### src/common/pec_map.vh
// Register offsets, field layouts and reset values of the pin edge-change interrupt unit.
`ifndef PEC_MAP_VH
`define PEC_MAP_VH
`define PEC_OFF_PA_RISE     8'h00
`define PEC_OFF_PA_FALL     8'h04
`define PEC_OFF_PA_FLAGS    8'h08
`define PEC_OFF_PB_RISE     8'h0C
`define PEC_OFF_PB_FALL     8'h10
`define PEC_OFF_PB_FLAGS    8'h14
`define PEC_OFF_CORE_CTRL   8'h18
`define PEC_PA_MASK         8'h3B
`define PEC_PB_MASK         8'hF0
`define PEC_CTRL_MEN_BIT    3
`define PEC_CTRL_PEND_BIT   0
`define PEC_CTRL_MASK       8'h08
`define PEC_RST_BYTE        8'h00
`define PEC_RESP_OKAY       2'h0
`define PEC_RESP_SLVERR     2'h2
`endif

### src/verilog/pec_top.v
// AXI4-Lite register block and wake logic of the pin edge-change interrupt unit.
`include "pec_map.vh"

module pec_top (
  input  wire        clk,
  input  wire        reset_n,
  input  wire [7:0]  porta_pin,
  input  wire [7:0]  portb_pin,
  input  wire        s_axi_awvalid,
  output reg         s_axi_awready,
  input  wire [7:0]  s_axi_awaddr,
  input  wire        s_axi_wvalid,
  output reg         s_axi_wready,
  input  wire [31:0] s_axi_wdata,
  input  wire [3:0]  s_axi_wstrb,
  output reg         s_axi_bvalid,
  input  wire        s_axi_bready,
  output reg  [1:0]  s_axi_bresp,
  input  wire        s_axi_arvalid,
  output reg         s_axi_arready,
  input  wire [7:0]  s_axi_araddr,
  output reg         s_axi_rvalid,
  input  wire        s_axi_rready,
  output reg  [31:0] s_axi_rdata,
  output reg  [1:0]  s_axi_rresp,
  output reg         change_irq_r,
  output reg         change_irq_pending_r
);
  // Reset as released through the two-flop stage.
  reg  [1:0]  rst_sync_r;
  wire        rst_n;

  // Software-visible enables, master enable and sticky flags.
  reg  [7:0]  porta_rise_enable;
  reg  [7:0]  porta_fall_enable;
  reg  [7:0]  portb_rise_enable;
  reg  [7:0]  portb_fall_enable;
  reg         change_irq_master_enable;
  wire [7:0]  porta_change_flags;
  wire [7:0]  portb_change_flags;

  // Synchronised pin samples, current and one clock older.
  wire [7:0]  pa_cur;
  wire [7:0]  pa_prev;
  wire [7:0]  pb_cur;
  wire [7:0]  pb_prev;

  // Write channel capture; address and data may arrive in either order.
  reg         aw_held_r;
  reg  [7:0]  aw_addr_r;
  reg         w_held_r;
  reg  [31:0] w_data_r;
  reg  [3:0]  w_strb_r;
  wire        wr_go;
  wire        wr_lane0;
  wire        pending_nxt;

  // Committed-write decodes.
  wire        wr_pa_flags;
  wire        wr_pb_flags;
  wire        wr_ctrl;

  // Reset is asserted at once and released through two flops.
  always @(posedge clk or negedge reset_n)
  begin
    if (!reset_n)
      rst_sync_r <= 2'b00;
    else
      rst_sync_r <= {rst_sync_r[0], 1'b1};
  end
  assign rst_n = rst_sync_r[1];

  // Returns the implemented-bit mask for a register offset, zero when unmapped.
  function [7:0] reg_mask;
    input [7:0] a;
    begin
      case (a)
        `PEC_OFF_PA_RISE:   reg_mask = `PEC_PA_MASK;
        `PEC_OFF_PA_FALL:   reg_mask = `PEC_PA_MASK;
        `PEC_OFF_PA_FLAGS:  reg_mask = `PEC_PA_MASK;
        `PEC_OFF_PB_RISE:   reg_mask = `PEC_PB_MASK;
        `PEC_OFF_PB_FALL:   reg_mask = `PEC_PB_MASK;
        `PEC_OFF_PB_FLAGS:  reg_mask = `PEC_PB_MASK;
        `PEC_OFF_CORE_CTRL: reg_mask = `PEC_CTRL_MASK;
        default:            reg_mask = 8'h00;
      endcase
    end
  endfunction

  // True for any offset in the map, used for the error response.
  function is_mapped;
    input [7:0] a;
    begin
      case (a)
        `PEC_OFF_PA_RISE, `PEC_OFF_PA_FALL, `PEC_OFF_PA_FLAGS,
        `PEC_OFF_PB_RISE, `PEC_OFF_PB_FALL, `PEC_OFF_PB_FLAGS,
        `PEC_OFF_CORE_CTRL: is_mapped = 1'b1;
        default:            is_mapped = 1'b0;
      endcase
    end
  endfunction

  // True when a committed write with byte lane 0 enabled lands on offset o.
  function wr_hit;
    input       go;
    input       lane0;
    input [7:0] a;
    input [7:0] o;
    begin
      wr_hit = go && lane0 && (a == o);
    end
  endfunction

  // Pin sampling; the edge stage compares cur against prev.
  pec_sync #(.W(8)) u_sync_a (
    .clk    (clk),
    .rst_n  (rst_n),
    .pin_in (porta_pin),
    .cur_r  (pa_cur),
    .prev_r (pa_prev)
  );

  pec_sync #(.W(8)) u_sync_b (
    .clk    (clk),
    .rst_n  (rst_n),
    .pin_in (portb_pin),
    .cur_r  (pb_cur),
    .prev_r (pb_prev)
  );

  // Port A detectors; the mask drops bits 7, 6 and 2.
  pec_edge u_edge_a (
    .clk       (clk),
    .rst_n     (rst_n),
    .impl_mask (`PEC_PA_MASK),
    .cur       (pa_cur),
    .prev      (pa_prev),
    .rise_en   (porta_rise_enable),
    .fall_en   (porta_fall_enable),
    .wr_flags  (wr_pa_flags),
    .wr_data   (w_data_r[7:0]),
    .flags_r   (porta_change_flags)
  );

  // Port B detectors; only the upper nibble exists.
  pec_edge u_edge_b (
    .clk       (clk),
    .rst_n     (rst_n),
    .impl_mask (`PEC_PB_MASK),
    .cur       (pb_cur),
    .prev      (pb_prev),
    .rise_en   (portb_rise_enable),
    .fall_en   (portb_fall_enable),
    .wr_flags  (wr_pb_flags),
    .wr_data   (w_data_r[7:0]),
    .flags_r   (portb_change_flags)
  );

  // Address and data are captured independently, so either may come first.
  assign wr_go    = aw_held_r && w_held_r && !s_axi_bvalid;
  assign wr_lane0 = w_strb_r[0];

  // Committed-write decodes shared by the flag stages and the control register.
  assign wr_pa_flags = wr_hit(wr_go, wr_lane0, aw_addr_r, `PEC_OFF_PA_FLAGS);
  assign wr_pb_flags = wr_hit(wr_go, wr_lane0, aw_addr_r, `PEC_OFF_PB_FLAGS);
  assign wr_ctrl     = wr_hit(wr_go, wr_lane0, aw_addr_r, `PEC_OFF_CORE_CTRL);

  // Write address channel; ready is a one-cycle pulse held off while an address is held, so a held address is never overwritten by a
  // second request before its data have arrived.
  always @(posedge clk or negedge rst_n)
  begin
    if (!rst_n)
    begin
      aw_held_r     <= 1'b0;
      aw_addr_r     <= 8'h00;
      s_axi_awready <= 1'b0;
    end
    else
    begin
      s_axi_awready <= !aw_held_r && !s_axi_awready && s_axi_awvalid;
      if (s_axi_awvalid && s_axi_awready)
      begin
        aw_held_r <= 1'b1;
        aw_addr_r <= s_axi_awaddr;
      end
      if (wr_go)
        aw_held_r <= 1'b0;
    end
  end

  // Write data channel, captured on its own handshake.
  always @(posedge clk or negedge rst_n)
  begin
    if (!rst_n)
    begin
      w_held_r     <= 1'b0;
      w_data_r     <= 32'h0000_0000;
      w_strb_r     <= 4'h0;
      s_axi_wready <= 1'b0;
    end
    else
    begin
      s_axi_wready <= !w_held_r && !s_axi_wready && s_axi_wvalid;
      if (s_axi_wvalid && s_axi_wready)
      begin
        w_held_r <= 1'b1;
        w_data_r <= s_axi_wdata;
        w_strb_r <= s_axi_wstrb;
      end
      if (wr_go)
        w_held_r <= 1'b0;
    end
  end

  // Write response; raised once both halves are held and dropped when the master takes it.
  always @(posedge clk or negedge rst_n)
  begin
    if (!rst_n)
    begin
      s_axi_bvalid <= 1'b0;
      s_axi_bresp  <= `PEC_RESP_OKAY;
    end
    else if (wr_go)
    begin
      s_axi_bvalid <= 1'b1;
      s_axi_bresp  <= is_mapped(aw_addr_r) ? `PEC_RESP_OKAY : `PEC_RESP_SLVERR;
    end
    else if (s_axi_bvalid && s_axi_bready)
      s_axi_bvalid <= 1'b0;
  end

  // Enable registers; only implemented bits store, the rest stay zero.
  always @(posedge clk or negedge rst_n)
  begin
    if (!rst_n)
    begin
      porta_rise_enable        <= `PEC_RST_BYTE;
      porta_fall_enable        <= `PEC_RST_BYTE;
      portb_rise_enable        <= `PEC_RST_BYTE;
      portb_fall_enable        <= `PEC_RST_BYTE;
    end
    else if (wr_go && wr_lane0)
    begin
      case (aw_addr_r)
        `PEC_OFF_PA_RISE: porta_rise_enable <= w_data_r[7:0] & reg_mask(aw_addr_r);
        `PEC_OFF_PA_FALL: porta_fall_enable <= w_data_r[7:0] & reg_mask(aw_addr_r);
        `PEC_OFF_PB_RISE: portb_rise_enable <= w_data_r[7:0] & reg_mask(aw_addr_r);
        `PEC_OFF_PB_FALL: portb_fall_enable <= w_data_r[7:0] & reg_mask(aw_addr_r);
        default:          porta_rise_enable <= porta_rise_enable;
      endcase
    end
  end

  // Master enable in the core control word; the pending bit beside it is read-only, so a write
  // cannot fake a pending interrupt.
  always @(posedge clk or negedge rst_n)
  begin
    if (!rst_n)
      change_irq_master_enable <= 1'b0;
    else if (wr_ctrl)
      change_irq_master_enable <= w_data_r[`PEC_CTRL_MEN_BIT];
  end

  // Read address ready is a one-cycle pulse, held off while an answer still stands so that a second
  // address cannot replace the one being answered.
  always @(posedge clk or negedge rst_n)
  begin
    if (!rst_n)
      s_axi_arready <= 1'b0;
    else
      s_axi_arready <= !s_axi_rvalid && !s_axi_arready && s_axi_arvalid;
  end

  // Read path: one cycle after the address is taken, data appear with rvalid.
  always @(posedge clk or negedge rst_n)
  begin
    if (!rst_n)
    begin
      s_axi_rvalid  <= 1'b0;
      s_axi_rdata   <= 32'h0000_0000;
      s_axi_rresp   <= `PEC_RESP_OKAY;
    end
    else
    begin
      if (s_axi_arvalid && s_axi_arready)
      begin
        s_axi_rvalid <= 1'b1;
        s_axi_rresp  <= is_mapped(s_axi_araddr) ? `PEC_RESP_OKAY : `PEC_RESP_SLVERR;
        case (s_axi_araddr)
          `PEC_OFF_PA_RISE:   s_axi_rdata <= {24'h000000, porta_rise_enable};
          `PEC_OFF_PA_FALL:   s_axi_rdata <= {24'h000000, porta_fall_enable};
          `PEC_OFF_PA_FLAGS:  s_axi_rdata <= {24'h000000, porta_change_flags};
          `PEC_OFF_PB_RISE:   s_axi_rdata <= {24'h000000, portb_rise_enable};
          `PEC_OFF_PB_FALL:   s_axi_rdata <= {24'h000000, portb_fall_enable};
          `PEC_OFF_PB_FLAGS:  s_axi_rdata <= {24'h000000, portb_change_flags};
          `PEC_OFF_CORE_CTRL: s_axi_rdata <= {28'h0000000, change_irq_master_enable, 2'b00,
                                              change_irq_pending_r};
          default:            s_axi_rdata <= 32'h0000_0000;
        endcase
      end
      else if (s_axi_rvalid && s_axi_rready)
        s_axi_rvalid <= 1'b0;
    end
  end

  // Pending follows flags one cycle later; the wake request never precedes its flag.
  assign pending_nxt = |{porta_change_flags, portb_change_flags};

  // The combined bit that software reads; it trails the flags by one clock.
  always @(posedge clk or negedge rst_n)
  begin
    if (!rst_n)
      change_irq_pending_r <= 1'b0;
    else
      change_irq_pending_r <= pending_nxt;
  end

  // Wake request, built from the same OR as pending so it can never lead a flag; gating it here rather
  // than at the flags keeps edges recorded while the master enable is off.
  always @(posedge clk or negedge rst_n)
  begin
    if (!rst_n)
      change_irq_r <= 1'b0;
    else
      change_irq_r <= pending_nxt & change_irq_master_enable;
  end
endmodule

### src/verilog/pec_sync.v
// Two-stage synchroniser for a vector of pin levels followed by a previous-sample stage.
module pec_sync #(
  parameter W = 8
) (
  input  wire         clk,
  input  wire         rst_n,
  input  wire [W-1:0] pin_in,
  output reg  [W-1:0] cur_r,
  output reg  [W-1:0] prev_r
);
  reg [W-1:0] meta_r;

  // The first stage feeds only the second; edges are judged between cur_r and prev_r.
  always @(posedge clk or negedge rst_n)
  begin
    if (!rst_n)
    begin
      meta_r <= {W{1'b0}};
      cur_r  <= {W{1'b0}};
      prev_r <= {W{1'b0}};
    end
    else
    begin
      meta_r <= pin_in;
      cur_r  <= meta_r;
      prev_r <= cur_r;
    end
  end
endmodule

### src/verilog/pec_edge.v
// Per-port edge detector: sticky change flags with set-over-clear priority.
module pec_edge (
  input  wire       clk,
  input  wire       rst_n,
  input  wire [7:0] impl_mask,
  input  wire [7:0] cur,
  input  wire [7:0] prev,
  input  wire [7:0] rise_en,
  input  wire [7:0] fall_en,
  input  wire       wr_flags,
  input  wire [7:0] wr_data,
  output reg  [7:0] flags_r
);
  wire [7:0] hit;
  wire [7:0] flags_nxt;

  genvar i;
  generate
    for (i = 0; i < 8; i = i + 1)
    begin : g_bit
      // Rising edge armed by rise_en, falling edge armed by fall_en.
      assign hit[i] = impl_mask[i] & ((rise_en[i] & cur[i] & ~prev[i]) |
                                      (fall_en[i] & ~cur[i] & prev[i]));
      // A write only clears or keeps; a fresh edge in the same cycle wins.
      assign flags_nxt[i] = impl_mask[i] & (hit[i] | (wr_flags ? (wr_data[i] & flags_r[i]) : flags_r[i]));
    end
  endgenerate

  // Flags are sticky until software writes zero.
  always @(posedge clk or negedge rst_n)
  begin
    if (!rst_n)
      flags_r <= 8'h00;
    else
      flags_r <= flags_nxt;
  end
endmodule

### config.mk
export PLATFORM = sky130hd
export DESIGN_NAME = pec_top
export DESIGN_NICKNAME = d
export VERILOG_FILES = /design/src/verilog/pec_top.v /design/src/verilog/pec_sync.v /design/src/verilog/pec_edge.v
export VERILOG_INCLUDE_DIRS = /design/src /design/src/common
export SDC_FILE = /design/constraint.sdc
export NUM_CORES = 1
export LEC_CHECK = 0
export BUFFER_PORTS_ARGS = -buffer_cell sky130_fd_sc_hd__buf_4
export CAP_MARGIN = 20
export CORE_MARGIN = 5
export CORE_UTILIZATION = 30
export CTS_CLUSTER_SIZE = 24
export DETAILED_ROUTE_END_ITERATION = 10
export GPL_TIMING_DRIVEN = 0
export PLACE_DENSITY = 0.58
export SYNTH_ARGS = -nofsm -noshare
export SYNTH_HDL_FRONTEND = slang
export SYNTH_SLANG_ARGS = --single-unit
export TNS_END_PERCENT = 50
### constraint.sdc
create_clock -name clk -period 2.84 [get_ports clk]
set_input_delay 0.284 -clock clk [delete_from_list [all_inputs] [get_ports clk]]
set_output_delay 0.284 -clock clk [all_outputs]
set_load 0.05 [all_outputs]
==> impl_metrics.yaml, run 1 <==
outcome:
  outcome: "complete, no violations"
routing:
  dr.pass1.iters: 4
  viasPerCell: 4.38
  drc: 0
  first_iter_violations: 154
  routed_wirelength_mm: 7.95
  wl_per_cell_um: 14.2
  ant_nets: 0
  vias: 2449
synth:
  netlist_instances: 288
  synthFlopType: "dfrtp_1"
  yosysSeqAreaShare: 0.600
  synth.most_common_cell: "dfrtp_1"
  synth_top_area_cell: "dfrtp_1"
  syn_area_um2: 3790
  synth-edff-count: 0
  yosysUniqueCellTypes: 47
  yosysWarnings: 0
  syn_area_per_cell_um2: 13.2
  netlist_top_cells_area: "dfrtp_1 (60%), mux2_2 (9.5%), buf_4 (5.3%)"
  ys_seq_elements: 91
  async_reset_ff_frac: 1.00
  synth.top_cell.area_share: 0.600
  synthTopCellsByCount: "dfrtp_1 (91), mux2_2 (32), buf_4 (27)"
timing:
  fin_crit_sh: 0.749
  worst_pin_slew_ps: 990
  holdWs_ps: 47.6
  finalHoldViolations: 0
  max_freq_mhz: 470
  rsz0062_at_grt: "no"
  finalCriticalPeriod_ps: 2130
  relSlewSlack: 0.334
  setup_viol: 0
  skew_ps: 9.26
  report.final.slew_viol_count: 0
setup_path:
  r2r_setup_slack_ps: 710
  worstPathRequired_ps: 3070
  cp_max_fo: 6
  r2r-end: "porta_fall_enable[5]"
  slowest_delay_ps: 500
  worstPathArrival_ps: 2350
  crit_type: "reg -> reg"
  r2r_start: "s_axi_bvalid"
  endpoint_kind: "register"
  critPathLaunchType: "register"
  slowest_stage: "nor4_4"
  r2r_cells: 4
  cp_cell_sequence: "and3b_2, nand4_1, nor4_4, mux2_2"
power_and_ir_drop:
  power.total_mw: 3.71
  power_density_nw_per_um2: 757
  p_leak_nw: 2.22
  ir_drop_uv: 460
worst_hold_path:
  whs_path_depth: 1
  whs_endpoint: "u_sync_a.meta_r[5]"
  hp-class: "in -> reg"
  hold_path.startpoint: "porta_pin[5]"
final_layout:
  syn_to_final_growth_pct: 29.2
  drive_gt1_frac: 0.380
  stdcell_area_um2: 4900
  diodes: 0
  final_util: 0.392
  final_nets: 457
grt:
  grt.total_usage: 0.110
  grt_pass1_wl_mm: 12.8
  grt_pass1_vias: 2539
  grt_util_met3: 0.0401
  grt_max_degree: 73
  grt-ovfl-total: 0
  grt_antenna_before_repair: 0
  grtUsageMet1: 0.144
  top_usage_layer: "met2"
  use_met2: 0.170
floorplan:
  io_pins: 118
  rows: 41
  coreArea_um2: 12500
  fp.dieH_um: 122
  die_x_um: 122
  die_area_um2: 15000
  initial_utilization: 0.303
clocking:
  clockBufferDepth: 2
  cts_tree: "done"
  cts.sinks: 91
  htreeDepth: 3
  cts_resized: 0
  clk_latency_ps: 340
  clk_pin_slew_worst_paths_ps: 70
  root_buffer: "clkbuf_16"
  post-cts-setup-buffer-count: 0
  numCtsBuffers: 9
placed_design:
  place_area_um2: 4550
  port_buffers: 55
  hpwlAfterDp_mm: 5.86
  place_congestion: 0.769
flow_run:
  cap_viol_max_count: 0
-- critical path, delay by kind of cell (launching register included) --
kind | cells | cell delay (ps)
simple gates | 3 | 1210
flops | 1 | 400
mux | 1 | 390
-- worst max path at each step --
stage,slack (ps),endpoint,from
finish,710,porta_fall_enable[5],s_axi_bvalid
global route,560,porta_fall_enable[5],s_axi_bvalid
CTS,650,porta_fall_enable[5],s_axi_bvalid
detailed placement,680,porta_fall_enable[5],s_axi_bvalid
global placement,-820,u_sync_b.meta_r[6],rst_sync_r[1]
floorplan,120,aw_addr_r[0],rst_sync_r[1]
-- cell families after synthesis --
family,Yosys count,share of synthesized area
flip-flops,91,0.600
AND/OR/NAND/NOR,69,0.119
AO/OA/AOI/OAI,48,0.0878
multiplexers,41,0.125
buffers and inverters,37,0.0657
other,2,0.00198
-- timing repair --
item,CTS,global route
endpoints found under the hold margin,2,0
hold buffers,1,0
setup endpoints to repair,0,0
-- per-stage QoR --
| step | instances | worst slack (ps) | TNS, ps |
|---|---|---|---|
| 4_1_cts | 559 | 654 | 0 |
| 3_5_place_dp | 542 | 677 | 0 |
| 2_1_floorplan | 314 | 118 | 0 |
| 3_3_place_gp | 541 | -819 | -72390 |
| 5_1_grt | 559 | 561 | 0 |
| 6_report | 559 | 712 | 0 |
-- state kept, by name (all words and copies together) (netlist names), 4 cells and up --
name,count
porta_rise_enable,5
u_edge_b.flags_r,4
porta_fall_enable,5
w_data_r,7
u_sync_b.cur_r,4
u_sync_a.cur_r,5
u_sync_a.prev_r,5
u_sync_a.meta_r,5
u_sync_b.meta_r,4
portb_rise_enable,4
u_sync_b.prev_r,4
s_axi_rdata,7
aw_addr_r,8
u_edge_a.flags_r,5
portb_fall_enable,4
-- where the power goes --
part,switching [mW],internal [mW]
combinational,0.363,0.292
sequential,0.214,1.50
clock,0.526,0.817
total,1.10,2.61
-- metal layers --
metal	up-vias	wire length (um)
met1	1172	3580
met4	0	94
met2	82	3590
li1	1185	-
met3	10	697
met5	-	0
-- final cells by class --
class | instances | area [um^2]
multi-input cells | 186 | 1360
repair buffers | 57 | 450
plain buffers | 32 | 230
flip-flops and latches | 91 | 2280
clock buffers | 10 | 239
clock inverters | 6 | 103
inverters | 5 | 18.8
fillers | 1235 | 7620
well taps | 172 | 215
-- placed cells by master, fill, tap and decap left out, types with 5 or more instances in the layout --
| cell type | count |
|---|---|
| mux2_4 | 5 |
| o21ai_0 | 12 |
| dfrtp_1 | 90 |
| nand3b_1 | 10 |
| o31ai_1 | 9 |
| mux2_2 | 32 |
| buf_4 | 82 |
| conb_1 | 28 |
| inv_1 | 5 |
| nor2_1 | 6 |
| o211ai_1 | 9 |
| clkbuf_16 | 9 |
| nand2_1 | 17 |
Note: power is estimated with default switching activity, not from simulation.
==> run 2, diff against run 1 <==
--- a/config.mk
+++ b/config.mk
@@ -6,6 +6,7 @@
 export SDC_FILE = /design/constraint.sdc
 export NUM_CORES = 1
 export LEC_CHECK = 0
+export ABC_AREA = 1
 export BUFFER_PORTS_ARGS = -buffer_cell sky130_fd_sc_hd__buf_4
 export CAP_MARGIN = 20
 export CORE_MARGIN = 5
==> constraint.sdc (replaced) <==
create_clock -name clk -period 1.9 [get_ports clk]
set_input_delay 0.19 -clock clk [delete_from_list [all_inputs] [get_ports clk]]
set_output_delay 0.19 -clock clk [all_outputs]
set_load 0.05 [all_outputs]
==> run 2 against run 1 <==
Compared with the run above:
- non-clock buffer count increased by 8
- flip-flop and latch count unchanged
- register-to-register slack got worse by 220 ps
- worst hold slack got worse by 25 ps
- routed wire length increased by 8.2%
- combinational power increased by 85%
- critical path depth unchanged
- clock power increased by 36%
- first-iteration DRC count increased by 9.7%
- synthesized cell count increased by 48%
- area after synthesis increased by 2.1%
- critical path type unchanged
- critical endpoint is now w_data_r[5]
- highest routed layer unchanged
==> impl_metrics.yaml, run 2 <==
timing:
  skew_ps: 8.72
  finalHoldViolations: 0
  setup_viol: 0
  max_freq_mhz: 709
  holdWs_ps: 22.4
  report.final.slew_viol_count: 0
  fin_crit_sh: 0.743
  setup_slack_ps: 489
  tns_ps: 0
  finalCriticalPeriod_ps: 1410
  rsz0062_at_grt: "no"
final_layout:
  stdcell_area_um2: 5040
  final_cells: 706
  final_nets: 604
  final_util: 0.399
  largest_reg_flops: 8
  final_common_cell: "nand2_1"
  syn_to_final_growth_pct: 30.1
  final_cell_mix: "nand2_1 (114), dfrtp_1 (90), buf_4 (82)"
  top_regs: "aw_addr_r: 8 flops, s_axi_rdata: 7 flops, w_data_r: 7 flops"
  top_register: "aw_addr_r"
  drive_gt1_frac: 0.228
  diodes: 0
  n_fill_cell: 1288
grt:
  grt_pass1_wl_mm: 14.5
  grt.total_usage: 0.123
  grt_pass1_vias: 3000
  grt-ovfl-total: 0
  grt_antenna_before_repair: 0
  grt_max_degree: 67
clocking:
  cts_resized: 0
  clk_latency_ps: 340
  cts.sinks: 91
  numCtsBuffers: 9
  root_buffer: "clkbuf_16"
  clk_pin_slew_worst_paths_ps: 70
  htreeDepth: 3
  cts_tree: "done"
  clockBufferDepth: 2
setup_path:
  startpoint: "s_axi_wready"
  worstPathArrival_ps: 1610
  critPathLaunchType: "register"
  cp_max_fo: 10
  worstPathRequired_ps: 2100
  crit_type: "reg -> reg"
  slowest_stage: "clkbuf_1"
  slowest_delay_ps: 430
  r2r_start: "s_axi_wready"
  endpoint_kind: "register"
  cp_cell_sequence: "nand2_1, inv_1, clkbuf_1, o21ai_0"
placed_design:
  port_buffers: 55
  hpwlAfterDp_mm: 6.42
  place_congestion: 0.851
  placed_cells: 680
  place_area_um2: 4630
  preCtsSetupSlack_ps: 426
synth:
  ys_seq_elements: 91
  syn_area_um2: 3870
  yosysSeqAreaShare: 0.588
  netlist_instances: 426
  async_reset_ff_frac: 1.00
  synth.top_cell.area_share: 0.588
  synthFlopType: "dfrtp_1"
  synth.most_common_cell: "nand2_1"
  synthTopCellsByCount: "nand2_1 (114), dfrtp_1 (91), inv_1 (37), nor2_1 (37)"
  syn_area_per_cell_um2: 9.09
  synth_top_area_cell: "dfrtp_1"
  yosysWarnings: 0
  synth-edff-count: 0
  netlist_top_cells_area: "dfrtp_1 (59%), nand2_1 (11%), buf_4 (5.2%)"
  yosysUniqueCellTypes: 27
floorplan:
  fp.dieH_um: 124
  coreArea_um2: 12600
  die_area_um2: 15300
  initial_utilization: 0.307
  die_x_um: 124
  rows: 41
  io_pins: 118
power_and_ir_drop:
  ir_drop_uv: 985
  power.total_mw: 5.58
  p_leak_nw: 2.46
  power_density_nw_per_um2: 1110
outcome:
  outcome: "complete, no violations"
flow_run:
  cap_viol_max_count: 0
routing:
  dr.pass1.iters: 4
  vias: 2979
  first_iter_violations: 169
  wl_per_cell_um: 12.2
  drc: 0
  ant_nets: 0
  viasPerCell: 4.22
  routed_wirelength_mm: 8.61
worst_hold_path:
  hp-class: "in -> reg"
  hold_path.startpoint: "s_axi_bready"
==> run 2: cells by family (layout without fill, tap and decap cells) <==
logic type,after synthesis,in the layout,synth area share
buffers and inverters,71,153,0.0998
AO/OA/AOI/OAI,60,60,0.0814
AND/OR/NAND/NOR,202,202,0.229
other,2,28,0.00194
flip-flops,91,91,0.588
==> run 2: path summary, 6_finish.rpt <==
kind / to / slack, ps / cells after the start
max in group asynchronous: s_axi_rdata[3] / 1040 / 1
min in group asynchronous: rst_sync_r[1] / 170 / 2
max reg2reg: w_data_r[5] / 490 / 4
min reg2reg: u_sync_a.meta_r[4] / 240 / 0
min: s_axi_bvalid / 20 / 2
max: w_data_r[5] / 490 / 4
==> run 2: report_power, final <==
part | internal, mW | total (mW) | switching [mW]
combinational | 0.390 | 1.21 | 0.817
clock | 1.07 | 1.82 | 0.755
sequential | 2.29 | 2.55 | 0.261
==> run 2: timing repair <==
item,4_1_cts,5_1_grt
setup buffers,0,0
hold endpoints to repair,11,0
hold buffers,10,0
==> run 2: layout make-up <==
cell class	instances	area (um^2)	area share
multi-input combinational	290	1310	0.259
inverter	40	153	0.0303
sequential	91	2280	0.453
clock buffer	10	239	0.0474
timing repair buffer	66	541	0.107
tap	172	215	0.0427
buffer	31	234	0.0464
clock inverter	6	68.8	0.0137
==> run 2: per-layer routing <==
metal / wire length [um] / GRT usage / up-vias
met4: 81 / 0.0436 / 0
met5: 0 / 0 / -
li1: - / - / 1527
met3: 554 / 0.0327 / 4
met2: 3790 / 0.186 / 77
met1: 4180 / 0.171 / 1371
==> run 2: critical path, delay by kind of cell (launching register included) <==
family,cells,cell delay (ps)
buffers and inverters,2,700
DFF,1,370
and+or+nand+nor,1,60
AOI/OAI and AO/OA,1,150
